### src/timer_pkg.sv
/*
  constants for the serial link timer supervisor: register map, reset values,
  timer indices and timing figures.
  assumes a 200 MHz aclk; all timer arithmetic is in microseconds.
*/
package timer_pkg;

  // ----------------------------------------------------------------
  // clock and time base
  // ----------------------------------------------------------------
  localparam int CLK_PERIOD_NS = 32'h0000_0005;
  localparam int NS_PER_US = 32'h0000_03E8;
  localparam logic [7:0] CYC_PER_US = 8'(NS_PER_US / CLK_PERIOD_NS);
  localparam logic [31:0] US_PER_MS = 32'h0000_03E8;
  localparam logic [31:0] US_PER_S = 32'h000F_4240;

  // ----------------------------------------------------------------
  // protocol timing figures
  // ----------------------------------------------------------------
  localparam logic [31:0] ATTACH_EXTRA_S = 32'h0000_0041;
  localparam logic [31:0] ATTACH_EXTRA_US = ATTACH_EXTRA_S * US_PER_S;
  localparam logic [31:0] PROC_MAX_S = 32'h0000_0005;
  localparam logic [31:0] PROC_MAX_MS = PROC_MAX_S * US_PER_MS;
  localparam logic [31:0] TURN_MAX_MS = 32'h0000_01F4;
  localparam logic [31:0] BREAK_DEFAULT_MS = 32'h0000_0032;
  localparam logic [31:0] XMIT_DEFAULT_MS = 32'h0000_0000;
  localparam logic [31:0] MPT_CHARS = 32'h0000_0050;

  // ----------------------------------------------------------------
  // configuration register array, word index = byte address / 4
  // ----------------------------------------------------------------
  localparam int NUM_CFG = 12;
  localparam int CFG_IDLE = 0;
  localparam int CFG_ACK = 1;
  localparam int CFG_PROC = 2;
  localparam int CFG_TURN = 3;
  localparam int CFG_XMIT = 4;
  localparam int CFG_CHAR = 5;
  localparam int CFG_BREAK = 6;
  localparam int CFG_PEER_IDLE = 7;
  localparam int CFG_PEER_ACK = 8;
  localparam int CFG_PEER_TURN = 9;
  localparam int CFG_PEER_XMIT = 10;
  localparam int CFG_CTRL = 11;
  localparam int CTRL_NEG_BIT = 0;

  localparam logic [31:0] RST_IDLE_MS = 32'h0000_2710;
  localparam logic [31:0] RST_ACK_MS = 32'h0000_07D0;
  localparam logic [31:0] RST_PROC_MS = 32'h0000_1388;
  localparam logic [31:0] RST_TURN_MS = 32'h0000_0000;
  localparam logic [31:0] RST_CHAR_US = 32'h0000_0412;

  localparam logic [31:0] CFG_RST [NUM_CFG] = '{
    RST_IDLE_MS, RST_ACK_MS, RST_PROC_MS, RST_TURN_MS, XMIT_DEFAULT_MS,
    RST_CHAR_US, BREAK_DEFAULT_MS, 32'h0000_0000, 32'h0000_0000,
    32'h0000_0000, 32'h0000_0000, 32'h0000_0000};

  // ----------------------------------------------------------------
  // other register byte addresses
  // ----------------------------------------------------------------
  localparam logic [7:0] ADDR_STATUS = 8'h30;
  localparam logic [7:0] ADDR_MASK = 8'h34;
  localparam logic [7:0] ADDR_MPT = 8'h38;
  localparam logic [7:0] ADDR_BUF = 8'h3C;
  localparam logic [7:0] ADDR_STATE = 8'h40;

  // ----------------------------------------------------------------
  // timers, same order as status and mask bits
  // ----------------------------------------------------------------
  localparam int NUM_TMR = 4;
  localparam int T_IDLE = 0;
  localparam int T_ACK = 1;
  localparam int T_PROC = 2;
  localparam int T_BUF = 3;

  localparam logic [1:0] RESP_OKAY = 2'h0;
  localparam logic [1:0] RESP_DECERR = 2'h3;

endpackage : timer_pkg

### src/timer_if.sv
/*
  control and status bundle between the supervisor and one countdown timer.
  assumes the controller drives start, stop and value, the timer the rest.
*/
interface timer_if;
  timeunit 1ns;
  timeprecision 100ps;
  logic start;
  logic stop;
  logic [31:0] value;
  logic expired;
  logic running;

  modport ctl (output start, output stop, output value, input expired, input running);
  modport tmr (input start, input stop, input value, output expired, output running);
endinterface : timer_if

### src/countdown_timer.sv
/*
  one microsecond countdown timer; a zero value never starts it.
  assumes a one-cycle tick every microsecond; start wins over stop.
*/
module countdown_timer
(
  // clock and reset
  input wire logic aclk,
  input wire logic aresetn,
  // time base
  input wire logic tick,
  // control
  timer_if.tmr tif
);
  timeunit 1ns;
  timeprecision 100ps;

  logic [31:0] cnt_q;
  logic run_q;
  logic exp_q;
  logic fire;

  // one extra tick so the least time is never cut short
  assign fire = run_q && tick && (cnt_q == 32'h0000_0000);
  assign tif.expired = exp_q;
  assign tif.running = run_q;

  always_ff @(posedge aclk)
  begin
    if (!aresetn)
    begin
      cnt_q <= 32'h0000_0000;
      run_q <= 1'b0;
      exp_q <= 1'b0;
    end
    else
    begin
      exp_q <= fire && !tif.start && !tif.stop;
      if (tif.start)
      begin
        cnt_q <= tif.value;
        run_q <= (tif.value != 32'h0000_0000);
      end
      else if (tif.stop || fire)
        run_q <= 1'b0;
      else if (run_q && tick)
        cnt_q <= cnt_q - 32'h0000_0001;
    end
  end

endmodule : countdown_timer

### src/serial_link_timer_supervisor.sv
/*
  link supervision timers for a half-duplex master/slave serial station, slave
  side: idle, acknowledgement, processing and buffer message timers, derived
  timer values, axi4-lite register slave and interrupt.
  assumes link event inputs are one-cycle pulses synchronous to aclk.
*/
// The implementer's own choices: the placing of the registers and register access over AXI4-Lite.
// Behaviour
// - after attach use attach idle value until first message received
// - attach idle value is configured idle plus 65 s; off when idle off
// - processing timer starts on final ack; expiry sends keep-alive
// - processing time from configuration, zero disables, at most 5 s
// - processing time is never negotiated; own configured value used
// - processing timer disabled whenever acknowledgement timeout is disabled
// - buffer timeout starts when another buffer is expected; aborts on expiry
// - buffer timeout is master timeout plus delay plus two buffer times
// - turnaround from configuration, zero means none, at most 500 ms
// - transmission delay defaults to 0 ms; negotiated takes the larger
// - idle timer starts after response, cancelled by request, aborts on expiry
// - abort when no acknowledgement arrives within the acknowledgement timeout
module serial_link_timer_supervisor
(
  // clock and reset
  input wire logic aclk,
  input wire logic aresetn,
  // axi4-lite write address
  input wire logic s_axi_awvalid,
  output logic s_axi_awready,
  input wire logic [7:0] s_axi_awaddr,
  // axi4-lite write data
  input wire logic s_axi_wvalid,
  output logic s_axi_wready,
  input wire logic [31:0] s_axi_wdata,
  input wire logic [3:0] s_axi_wstrb,
  // axi4-lite write response
  output logic s_axi_bvalid,
  input wire logic s_axi_bready,
  output logic [1:0] s_axi_bresp,
  // axi4-lite read address
  input wire logic s_axi_arvalid,
  output logic s_axi_arready,
  input wire logic [7:0] s_axi_araddr,
  // axi4-lite read data
  output logic s_axi_rvalid,
  input wire logic s_axi_rready,
  output logic [31:0] s_axi_rdata,
  output logic [1:0] s_axi_rresp,
  // link events
  input wire logic attach_done,
  input wire logic msg_rx,
  input wire logic req_rx,
  input wire logic line_activity,
  input wire logic resp_done,
  input wire logic msg_tx,
  input wire logic ack_rx,
  input wire logic final_ack_tx,
  input wire logic resp_ready,
  input wire logic buf_expect,
  input wire logic buf_rx,
  input wire logic [15:0] buf_len,
  // link actions
  output logic keepalive_req,
  output logic abort_req,
  // interrupt
  output logic irq
);
  timeunit 1ns;
  timeprecision 100ps;

  // ----------------------------------------------------------------
  // state
  // ----------------------------------------------------------------
  logic [31:0] cfg_q [timer_pkg::NUM_CFG];
  logic [3:0] status_q;
  logic [3:0] mask_q;
  logic attach_mode_q;
  logic aw_held_q;
  logic [7:0] aw_addr_q;
  logic w_held_q;
  logic [31:0] w_data_q;
  logic [3:0] w_strb_q;
  logic awready_q;
  logic wready_q;
  logic bvalid_q;
  logic [1:0] bresp_q;
  logic arready_q;
  logic rvalid_q;
  logic [31:0] rdata_q;
  logic [1:0] rresp_q;
  logic keepalive_q;
  logic abort_q;
  logic irq_q;

  // ----------------------------------------------------------------
  // timer instances
  // ----------------------------------------------------------------
  logic tick;
  logic [3:0] start_w;
  logic [3:0] stop_w;
  logic [31:0] value_w [timer_pkg::NUM_TMR];
  logic [3:0] expired_w;
  logic [3:0] running_w;

  us_tick u_tick
  (
    .aclk(aclk),
    .aresetn(aresetn),
    .tick(tick)
  );

  timer_if tmr [timer_pkg::NUM_TMR] ();

  genvar gi;
  generate
    for (gi = 0; gi < timer_pkg::NUM_TMR; gi++)
    begin : g_tmr
      assign tmr[gi].start = start_w[gi];
      assign tmr[gi].stop = stop_w[gi];
      assign tmr[gi].value = value_w[gi];
      assign expired_w[gi] = tmr[gi].expired;
      assign running_w[gi] = tmr[gi].running;
      countdown_timer u_cd
      (
        .aclk(aclk),
        .aresetn(aresetn),
        .tick(tick),
        .tif(tmr[gi])
      );
    end
  endgenerate

  // ----------------------------------------------------------------
  // effective values, milliseconds then microseconds
  // ----------------------------------------------------------------
  logic neg;
  logic [31:0] turn_own;
  logic [31:0] turn_peer;
  logic [31:0] turn_ms;
  logic [31:0] xmit_ms;
  logic [31:0] idle_ms;
  logic [31:0] ack_ms;
  logic [31:0] proc_ms;
  logic [31:0] turn_us;
  logic [31:0] xmit_us;
  logic [31:0] idle_us;
  logic [31:0] attach_us;
  logic [31:0] ack_us;
  logic [31:0] proc_us;
  logic [31:0] char80_us;
  logic [31:0] mpt_us;
  logic [31:0] bufx_us;
  logic [31:0] buf_us;

  assign neg = cfg_q[timer_pkg::CFG_CTRL][timer_pkg::CTRL_NEG_BIT];
  assign turn_own = (cfg_q[timer_pkg::CFG_TURN] > timer_pkg::TURN_MAX_MS) ?
    timer_pkg::TURN_MAX_MS : cfg_q[timer_pkg::CFG_TURN];
  assign turn_peer = (cfg_q[timer_pkg::CFG_PEER_TURN] > timer_pkg::TURN_MAX_MS) ?
    timer_pkg::TURN_MAX_MS : cfg_q[timer_pkg::CFG_PEER_TURN];
  assign turn_ms = (neg && turn_peer > turn_own) ? turn_peer : turn_own;
  assign xmit_ms = (neg && cfg_q[timer_pkg::CFG_PEER_XMIT] > cfg_q[timer_pkg::CFG_XMIT]) ?
    cfg_q[timer_pkg::CFG_PEER_XMIT] : cfg_q[timer_pkg::CFG_XMIT];
  assign idle_ms = (neg && cfg_q[timer_pkg::CFG_PEER_IDLE] > cfg_q[timer_pkg::CFG_IDLE]) ?
    cfg_q[timer_pkg::CFG_PEER_IDLE] : cfg_q[timer_pkg::CFG_IDLE];
  assign ack_ms = (neg && cfg_q[timer_pkg::CFG_PEER_ACK] > cfg_q[timer_pkg::CFG_ACK]) ?
    cfg_q[timer_pkg::CFG_PEER_ACK] : cfg_q[timer_pkg::CFG_ACK];
  // own value only, never the peer's
  assign proc_ms = (cfg_q[timer_pkg::CFG_PROC] > timer_pkg::PROC_MAX_MS) ?
    timer_pkg::PROC_MAX_MS : cfg_q[timer_pkg::CFG_PROC];

  assign turn_us = turn_ms * timer_pkg::US_PER_MS;
  assign xmit_us = xmit_ms * timer_pkg::US_PER_MS;
  assign idle_us = (idle_ms == 32'h0000_0000) ? 32'h0000_0000 :
    idle_ms * timer_pkg::US_PER_MS + turn_us;
  assign attach_us = (cfg_q[timer_pkg::CFG_IDLE] == 32'h0000_0000) ? 32'h0000_0000 :
    cfg_q[timer_pkg::CFG_IDLE] * timer_pkg::US_PER_MS + timer_pkg::ATTACH_EXTRA_US;
  assign ack_us = (ack_ms == 32'h0000_0000) ? 32'h0000_0000 :
    ack_ms * timer_pkg::US_PER_MS + turn_us + xmit_us;
  assign proc_us = (ack_ms == 32'h0000_0000) ? 32'h0000_0000 :
    proc_ms * timer_pkg::US_PER_MS;
  assign char80_us = cfg_q[timer_pkg::CFG_CHAR] * timer_pkg::MPT_CHARS;
  assign mpt_us = (proc_us == 32'h0000_0000) ? 32'h0000_0000 :
    proc_us + char80_us + turn_us;
  assign bufx_us = ({16'h0000, buf_len} * cfg_q[timer_pkg::CFG_CHAR]) << 1;
  assign buf_us = (mpt_us == 32'h0000_0000) ? 32'h0000_0000 :
    mpt_us + xmit_us + bufx_us;

  // ----------------------------------------------------------------
  // timer control
  // ----------------------------------------------------------------
  assign start_w[timer_pkg::T_IDLE] = resp_done || attach_done ||
    (line_activity && running_w[timer_pkg::T_IDLE]);
  assign stop_w[timer_pkg::T_IDLE] = req_rx;
  assign value_w[timer_pkg::T_IDLE] = (attach_mode_q || attach_done) ?
    attach_us : idle_us;

  assign start_w[timer_pkg::T_ACK] = msg_tx;
  assign stop_w[timer_pkg::T_ACK] = ack_rx;
  assign value_w[timer_pkg::T_ACK] = ack_us;

  // keep-alive restarts the processing timer
  assign start_w[timer_pkg::T_PROC] = final_ack_tx || expired_w[timer_pkg::T_PROC];
  assign stop_w[timer_pkg::T_PROC] = resp_ready;
  assign value_w[timer_pkg::T_PROC] = proc_us;

  assign start_w[timer_pkg::T_BUF] = buf_expect;
  assign stop_w[timer_pkg::T_BUF] = buf_rx;
  assign value_w[timer_pkg::T_BUF] = buf_us;

  logic abort_ev;
  assign abort_ev = expired_w[timer_pkg::T_IDLE] || expired_w[timer_pkg::T_ACK] ||
    expired_w[timer_pkg::T_BUF];

  // ----------------------------------------------------------------
  // axi4-lite decode
  // ----------------------------------------------------------------
  logic aw_take;
  logic w_take;
  logic do_write;
  logic ar_take;
  logic aw_held_d;
  logic w_held_d;
  logic rvalid_d;
  logic wr_cfg;
  logic wr_status;
  logic wr_mask;
  logic rd_cfg;
  logic rd_ok;
  logic [31:0] wmask;
  logic [31:0] wmerge_cfg [timer_pkg::NUM_CFG];
  logic [31:0] rd_word;
  logic [3:0] status_d;

  assign aw_take = s_axi_awvalid && awready_q;
  assign w_take = s_axi_wvalid && wready_q;
  assign do_write = aw_held_q && w_held_q && !bvalid_q;
  assign ar_take = s_axi_arvalid && arready_q;
  assign aw_held_d = aw_take || (aw_held_q && !do_write);
  assign w_held_d = w_take || (w_held_q && !do_write);
  assign rvalid_d = ar_take || (rvalid_q && !s_axi_rready);
  assign wmask = {{8{w_strb_q[3]}}, {8{w_strb_q[2]}}, {8{w_strb_q[1]}}, {8{w_strb_q[0]}}};
  assign wr_cfg = aw_addr_q[7:2] < 6'(timer_pkg::NUM_CFG) && aw_addr_q[1:0] == 2'h0;
  assign wr_status = aw_addr_q == timer_pkg::ADDR_STATUS;
  assign wr_mask = aw_addr_q == timer_pkg::ADDR_MASK;
  assign rd_cfg = s_axi_araddr[7:2] < 6'(timer_pkg::NUM_CFG) && s_axi_araddr[1:0] == 2'h0;
  assign rd_ok = rd_cfg || s_axi_araddr == timer_pkg::ADDR_STATUS ||
    s_axi_araddr == timer_pkg::ADDR_MASK || s_axi_araddr == timer_pkg::ADDR_MPT ||
    s_axi_araddr == timer_pkg::ADDR_BUF || s_axi_araddr == timer_pkg::ADDR_STATE;
  assign rd_word = rd_cfg ? cfg_q[s_axi_araddr[5:2]] :
    (s_axi_araddr == timer_pkg::ADDR_STATUS) ? {28'h000_0000, status_q} :
    (s_axi_araddr == timer_pkg::ADDR_MASK) ? {28'h000_0000, mask_q} :
    (s_axi_araddr == timer_pkg::ADDR_MPT) ? mpt_us :
    (s_axi_araddr == timer_pkg::ADDR_BUF) ? buf_us :
    (s_axi_araddr == timer_pkg::ADDR_STATE) ? {27'h000_0000, attach_mode_q, running_w} :
    32'h0000_0000;

  // set wins over a write-one clear
  assign status_d = (status_q & ~((do_write && wr_status) ? w_data_q[3:0] & wmask[3:0] :
    4'h0)) | expired_w;

  // ----------------------------------------------------------------
  // configuration registers
  // ----------------------------------------------------------------
  generate
    for (gi = 0; gi < timer_pkg::NUM_CFG; gi++)
    begin : g_cfg
      assign wmerge_cfg[gi] = (cfg_q[gi] & ~wmask) | (w_data_q & wmask);
      always_ff @(posedge aclk)
      begin
        if (!aresetn)
          cfg_q[gi] <= timer_pkg::CFG_RST[gi];
        else if (do_write && wr_cfg && aw_addr_q[5:2] == 4'(gi))
          cfg_q[gi] <= wmerge_cfg[gi];
      end
    end
  endgenerate

  // ----------------------------------------------------------------
  // bus channels
  // ----------------------------------------------------------------
  always_ff @(posedge aclk)
  begin
    if (!aresetn)
    begin
      aw_held_q <= 1'b0;
      aw_addr_q <= 8'h00;
      w_held_q <= 1'b0;
      w_data_q <= 32'h0000_0000;
      w_strb_q <= 4'h0;
      awready_q <= 1'b0;
      wready_q <= 1'b0;
      bvalid_q <= 1'b0;
      bresp_q <= timer_pkg::RESP_OKAY;
    end
    else
    begin
      aw_held_q <= aw_held_d;
      w_held_q <= w_held_d;
      awready_q <= !aw_held_d;
      wready_q <= !w_held_d;
      if (aw_take)
        aw_addr_q <= s_axi_awaddr;
      if (w_take)
      begin
        w_data_q <= s_axi_wdata;
        w_strb_q <= s_axi_wstrb;
      end
      if (do_write)
      begin
        bvalid_q <= 1'b1;
        bresp_q <= (wr_cfg || wr_status || wr_mask) ? timer_pkg::RESP_OKAY :
          timer_pkg::RESP_DECERR;
      end
      else if (s_axi_bready)
        bvalid_q <= 1'b0;
    end
  end

  always_ff @(posedge aclk)
  begin
    if (!aresetn)
    begin
      arready_q <= 1'b0;
      rvalid_q <= 1'b0;
      rdata_q <= 32'h0000_0000;
      rresp_q <= timer_pkg::RESP_OKAY;
    end
    else
    begin
      rvalid_q <= rvalid_d;
      arready_q <= !rvalid_d;
      if (ar_take)
      begin
        rdata_q <= rd_word;
        rresp_q <= rd_ok ? timer_pkg::RESP_OKAY : timer_pkg::RESP_DECERR;
      end
    end
  end

  // ----------------------------------------------------------------
  // link state, status and outputs
  // ----------------------------------------------------------------
  always_ff @(posedge aclk)
  begin
    if (!aresetn)
    begin
      attach_mode_q <= 1'b0;
      status_q <= 4'h0;
      mask_q <= 4'h0;
      keepalive_q <= 1'b0;
      abort_q <= 1'b0;
      irq_q <= 1'b0;
    end
    else
    begin
      if (attach_done)
        attach_mode_q <= 1'b1;
      else if (msg_rx)
        attach_mode_q <= 1'b0;
      status_q <= status_d;
      if (do_write && wr_mask)
        mask_q <= (mask_q & ~wmask[3:0]) | (w_data_q[3:0] & wmask[3:0]);
      keepalive_q <= expired_w[timer_pkg::T_PROC];
      abort_q <= abort_ev;
      irq_q <= |(status_d & mask_q);
    end
  end

  assign s_axi_awready = awready_q;
  assign s_axi_wready = wready_q;
  assign s_axi_bvalid = bvalid_q;
  assign s_axi_bresp = bresp_q;
  assign s_axi_arready = arready_q;
  assign s_axi_rvalid = rvalid_q;
  assign s_axi_rdata = rdata_q;
  assign s_axi_rresp = rresp_q;
  assign keepalive_req = keepalive_q;
  assign abort_req = abort_q;
  assign irq = irq_q;

endmodule : serial_link_timer_supervisor

### src/us_tick.sv
/*
  microsecond tick generator.
  assumes aclk at the rate named in the package.
*/
module us_tick
(
  // clock and reset
  input wire logic aclk,
  input wire logic aresetn,
  // tick out
  output logic tick
);
  timeunit 1ns;
  timeprecision 100ps;

  logic [7:0] cnt_q;

  always_ff @(posedge aclk)
  begin
    if (!aresetn)
    begin
      cnt_q <= 8'h00;
      tick <= 1'b0;
    end
    else
    begin
      tick <= (cnt_q == timer_pkg::CYC_PER_US - 8'h01);
      cnt_q <= (cnt_q == timer_pkg::CYC_PER_US - 8'h01) ? 8'h00 : cnt_q + 8'h01;
    end
  end

endmodule : us_tick
### config.mk
export PLATFORM = sky130hd
export DESIGN_NAME = serial_link_timer_supervisor
export DESIGN_NICKNAME = d
export VERILOG_FILES = /design/src/timer_pkg.sv /design/src/timer_if.sv /design/src/countdown_timer.sv /design/src/serial_link_timer_supervisor.sv /design/src/us_tick.sv
export SDC_FILE = /design/constraint.sdc
export NUM_CORES = 2
export LEC_CHECK = 0
export ABC_AREA = 1
export BUFFER_PORTS_ARGS = -buffer_cell sky130_fd_sc_hd__clkbuf_2
export CAP_MARGIN = 20
export CORE_MARGIN = 2
export CORE_UTILIZATION = 50
export DETAILED_ROUTE_END_ITERATION = 10
export GPL_ROUTABILITY_DRIVEN = 1
export PLACE_DENSITY = 0.64
export SLEW_MARGIN = 20
export SYNTH_ARGS = -nofsm -noshare
export SYNTH_HDL_FRONTEND = slang
export SYNTH_SLANG_ARGS = --single-unit
### constraint.sdc
create_clock -name aclk -period 15.35 [get_ports aclk]
set_clock_uncertainty 0.15 [all_clocks]
set_input_delay 3.07 -clock aclk [delete_from_list [all_inputs] [get_ports aclk]]
set_output_delay 3.07 -clock aclk [all_outputs]
set_load 0.03 [all_outputs]
* After elaboration in Yosys (flattened, before gate mapping)
Memories as Yosys holds them, arrays and structs flattened.
Cells that the tools add are included.
** Word-level totals
- Flip-flop bits (word level) :: 244
- Memory bits (writable) :: 384
- Output and inout bits :: 44
- Logic and storage cells :: 342
- Memories :: 1
** Memories
- cfg_q :: words 12, bits a word 32, rd ports 13, clocked after memory_dff 0, wr ports 12, line serial_link_timer_supervisor.sv:73 : logic [31:0] cfg_q [timer_pkg::NUM_CFG];
** Operators by class
- Add/subtract/negate cells :: 13
- Multiply operators :: 8
- Order comparisons :: 9
- Equality and inequality tests :: 23
- Multiplexer cells :: 96
- Bitwise logic cells :: 47
- Reductions and logical operators :: 112
** Operators with widths (number)
- $mux W32 :: 43
- $and A32 B32 Y32 :: 13
- $or A32 B32 Y32 :: 12
- $logic_not A32 Y1 :: 9
- $add A32 B32 Y32 :: 7
- $mul A32 B7 Y29 const B :: 6
- $gt A32 B32 Y1 :: 4
- $reduce_bool A32 Y1 :: 4
- $sub A32 B1 Y32 const B :: 4
- $gt A32 B9 Y1 const B :: 2
- $mux W1 :: 49
- $eq A8 B6 Y1 const B :: 6
- $logic_and A1 B1 Y1 :: 46
- $add A32 B26 Y32 const B :: 1
- $gt A32 B13 Y1 const B :: 1
- $mul A16 B32 Y31 :: 1
- $mul A32 B3 Y28 const B :: 1
- $not A32 Y32 :: 1
- $logic_or A1 B1 Y1 :: 20
- $reduce_bool A2 Y1 :: 10
- $and A4 B4 Y4 :: 4
- $eq A4 B3 Y1 const B :: 4
- $eq A4 B4 Y1 const B :: 4
- $logic_not A1 Y1 :: 14
- other kinds (20) :: 42

* Longest topological paths before layout
An unclocked memory read counts as a cell.
- Depth after elaboration :: 17
- Mapped depth :: 76
- Depth with buffers taken out :: 76

* Modules after synthesis
A second synthesis with hierarchy kept.
** Second synthesis, totals
- Cell total of the unflattened synthesis :: 10649
- Area, all modules :: 82381.5 µm²
** By module, submodules not included
- serial_link_timer_supervisor :: instances 1, cells each 8690, area an instance 71297.1 µm², seq. area each 13472.9 µm²
- countdown_timer at g_tmr[0].u_cd ... :: instances 3, cells each 475, area an instance 2663.8 µm², seq. area each 680.7 µm²
- countdown_timer at g_tmr[3].u_cd :: instances 1, cells each 467, area an instance 2633.8 µm², seq. area each 680.7 µm²
- us_tick :: instances 1, cells each 67, area an instance 459.2 µm², seq. area each 180.2 µm²

* Worst setup path after synthesis
OpenSTA, ideal clock, no wires.
- Kind :: reg2reg
- From :: mem cfg_q[9][13]
- To :: reg g_tmr[3].u_cd.run_q
- Library setup time :: 0.109 ns
- Arrival time :: 11.619 ns
- Path slack :: 3.472 ns
- Cell stages (with the launch flop) :: 69
- Buffers on the path :: 0
- Path through :: edfxtp_1 > or4_1 > nor3_1 > nand2_1 > inv_1 > nand2_1 > ha_1 > nand2_1 > inv_1 > a221oi_1 > o221ai_1 > nand2_1 > o2111ai_1 > nand2_1 > o2111ai_1 > nand2_1 > inv_1 > o21ai_0 > [33 not listed] > inv_1 > nand2_1 > inv_1 > fa_1 > ha_1 > nand2_1 > nor4_1 > o21ai_0 > nand3_1 > nand3_1 > nand2_1 > xor2_1 > o41ai_1 > nand2_1 > nor2_1 > nand3_1 > nand2_1 > inv_1
** RTL lines
- from (decl) :: line serial_link_timer_supervisor.sv:73
- to (signal assigned) :: line countdown_timer.sv:42 : run_q <= (tif.value != 32'h0000_0000);
- to (decl) :: line countdown_timer.sv:19 : logic run_q;

==> flow_metrics.env <==
export IMPL_worstPathMaxFanout=14
export IMPL_first_global_vias=67600
export IMPL_postRouteWirelength_um=287000
export IMPL_synth_top_cell_area_share=0.232
export IMPL_max_cap_violations=0
export IMPL_gr_usage_all_layers=0.354
export IMPL_ys_ff_latch=626
export IMPL_slew_viol_final=0
export IMPL_grt_max_degree=98
export IMPL_async_reset_ff_frac=0
export IMPL_cts_hold_buf=0
export IMPL_start_util=0.502
export IMPL_rr_worst_depth=71
export IMPL_antenna_left=0
export IMPL_pre_cts_slack_ns=1.05
export IMPL_cts_root_buffer="clkbuf_16"
export IMPL_max_stage_delay_ns=0.54
export IMPL_critPathKind="reg -> reg"
export IMPL_rows=146
export IMPL_critPathMostFrequentCell="nand2_1"
export IMPL_rsz0062_at_grt="no"
export IMPL_yosys_cell_count_top_type="inv_1"
export IMPL_final_period_utilization=0.919
export IMPL_die_area_um2=162000
export IMPL_fill_cells=15100
export IMPL_die_x_um=402
export IMPL_core_area_um2=158000
export IMPL_clockBufferDepth=3
export IMPL_min_from="u_tick.cnt_q[0]$_SDFF_PP0_"
export IMPL_netlist_top_cells_count="inv_1 (1905), nand2_1 (1575), nor2_1 (928)"
export IMPL_cts_post_setup_buffers_inserted=0
export IMPL_htreeDepth=3
export IMPL_endpoint_kind="flip-flop"
export IMPL_rr_startpoint="cfg_q[9][17]$_SDFFCE_PN0P_"
export IMPL_r2r_slack_ns=1.24
export IMPL_syn2layout_area_growth_pct=8.16
export IMPL_grt_overflow=0
export IMPL_arrival_ns=14.61
export IMPL_clk_latency_ns=0.76
export IMPL_remaining_drc_errors=0
export IMPL_finalHoldViolCount=0
export IMPL_cp_start_kind="flip-flop"
export IMPL_final_util=0.543
export IMPL_wire_per_inst_um=23.5
export IMPL_clock_fmax_mhz=70.9
export IMPL_post_synth_num_cell_types=68
export IMPL_layout_min_cycle_time_ns=14.11
export IMPL_viasPerCell=5.70
export IMPL_post_route_cells_drive_above_1_share=0.0451
export IMPL_grt_antenna_before_repair=16
export IMPL_max_slew_margin=0.100
export IMPL_portBuffers=129
export IMPL_drt_pass1_iter_count=6
export IMPL_ys_warnings_count=0
export IMPL_r2r_end="s_axi_rdata[31]$_SDFFE_PN0P_"
export IMPL_fin_tns_setup_ns=0
export IMPL_hold_depth=1
export IMPL_ys_flop_type="edfxtp_1"
export IMPL_synthCells=9906
export IMPL_cts_sinks=626
export IMPL_drt_iter0_markers=7327
export IMPL_fin_nets=11800
export IMPL_routabilityCongestion=1.03
export IMPL_tightestPinTransition_ns=1.34
export IMPL_synth_top_area_cell="fa_1"
export IMPL_min_to="u_tick.cnt_q[0]$_SDFF_PP0_"
export IMPL_cts_tree="done"
export IMPL_synth_avg_cell_area_um2=8.01
export IMPL_setup_viol=0
export IMPL_layout_setup_ws_ns=1.24
export IMPL_dieHeight_um=402
export IMPL_grt_pass1_wl_um=427000
export IMPL_required_ns=15.85
export IMPL_path_clk_slew_ns=0.06
export IMPL_yosysSeqAreaShare=0.206
export IMPL_cts_buffers=82
export IMPL_hold_path_class="reg -> reg"
export IMPL_status="finished clean"
export IMPL_post_dp_hpwl_um=234000
export IMPL_via_count=69700
export IMPL_synth_area_leaders="fa_1 (23%), edfxtp_1 (15%), ha_1 (12%)"
export IMPL_netlist_area_um2=79300
export IMPL_ios=130
export IMPL_synth_edf_count=384
export IMPL_slowest_stage="fa_1"
worst max-delay path, delay by kind of cell (launching register included):
kind                       cells  cell delay, ns
adders and majority gates     10            4.28
AOI/OAI and AO/OA             13            2.23
xor gates and xnor gates       3            0.71
and+or+nand+nor               33            5.11
DFF                            1            0.42
buffers and inverters         12            1.15
cells by family after synthesis:
kind of cell             Yosys count  share of synthesized area
flip-flops                       626                      0.206
buffers and inverters           2279                      0.108
AO/OA/AOI/OAI                   1889                      0.136
other                              2                  0.0000947
XOR/XNOR                         382                     0.0422
AND/OR/NAND/NOR                 3073                      0.158
adder cells (fa/ha/maj)         1655                      0.348
worst max path at each step:
| stage | end | start | slack, ns |
|---|---|---|---|
| floorplan | g_tmr[3].u_cd.tif.running$_SDFFE_PN0P_ | cfg_q[9][13]$_SDFFCE_PN0P_ | 3.47 |
| global placement | g_tmr[3].u_cd.tif.running$_SDFFE_PN0P_ | cfg_q[9][17]$_SDFFCE_PN0P_ | 1.09 |
| detailed placement | s_axi_rdata[31]$_SDFFE_PN0P_ | cfg_q[9][17]$_SDFFCE_PN0P_ | 1.05 |
| CTS | s_axi_rdata[31]$_SDFFE_PN0P_ | cfg_q[9][17]$_SDFFCE_PN0P_ | 1.01 |
| global route | s_axi_rdata[31]$_SDFFE_PN0P_ | cfg_q[3][28]$_SDFFCE_PN0P_ | 0.11 |
| finish | s_axi_rdata[31]$_SDFFE_PN0P_ | cfg_q[9][17]$_SDFFCE_PN0P_ | 1.24 |
layer usage:
| layer | global-route usage | vias up | part of all wire |
|---|---|---|---|
| li1 | - | 32100 | - |
| met3 | 0.0694 | 587 | 0.090 |
| met5 | 0 | - | 0.00029 |
| met4 | 0.152 | 12 | 0.050 |
| met1 | 0.484 | 34000 | 0.42 |
| met2 | 0.546 | 3048 | 0.44 |
registers in the layout, indices dropped and copies added, names as in the netlist, 8 cells and up, named ones only:
register / count
s_axi_rdata: 32
cfg_q: 384
u_tick.cnt_q: 8
w_data_q: 32
g_tmr.u_cd.cnt_q: 128
aw_addr_q: 8
cell usage in the layout, fill, tap and decap left out, types with 128 or more instances in the layout:
cell type  Yosys  layout
inv_1       1905    1903
nand2_1     1575    1575
nor2_1       928     925
fa_1         921     921
a21oi_1      909     905
ha_1         734     734
o21ai_0      447     439
edfxtp_1     384     384
nand3_1      297     293
dfxtp_1      242     242
xor2_1       228     224
conb_1         2     210
xnor2_1      154     153
a22oi_1      138     138
clkbuf_2       0     128
timing repair:
item | CTS | global route
endpoints found under the setup margin | 0 | 4
endpoints found under the hold margin | 0 | 0
resized for setup | 0 | 2
per-stage QoR:
step	instance area (um^2)	cells	hold slack, ns
finish	85800	12200	0.301
global route	85800	12200	0.312
CTS	85700	12200	0.304
detailed placement	83000	12100	0.292
global placement	82900	12100	0.277
floorplan	80100	10100	0.268
layout make-up:
cell class / instances / area [um^2] / share of cell area
antenna: 5 / 12.5 / 0.000146
clock buffer: 105 / 2260 / 0.0264
clock inverter: 38 / 455 / 0.00531
inverter: 1932 / 7250 / 0.0845
multi-input combinational: 7209 / 55300 / 0.645
sequential: 626 / 16400 / 0.191
tap: 2072 / 2590 / 0.0302
timing repair buffer: 245 / 1540 / 0.0180
Power is not shown: default switching activity piles up to over one toggle a cycle in this logic, so the estimate is an artifact.
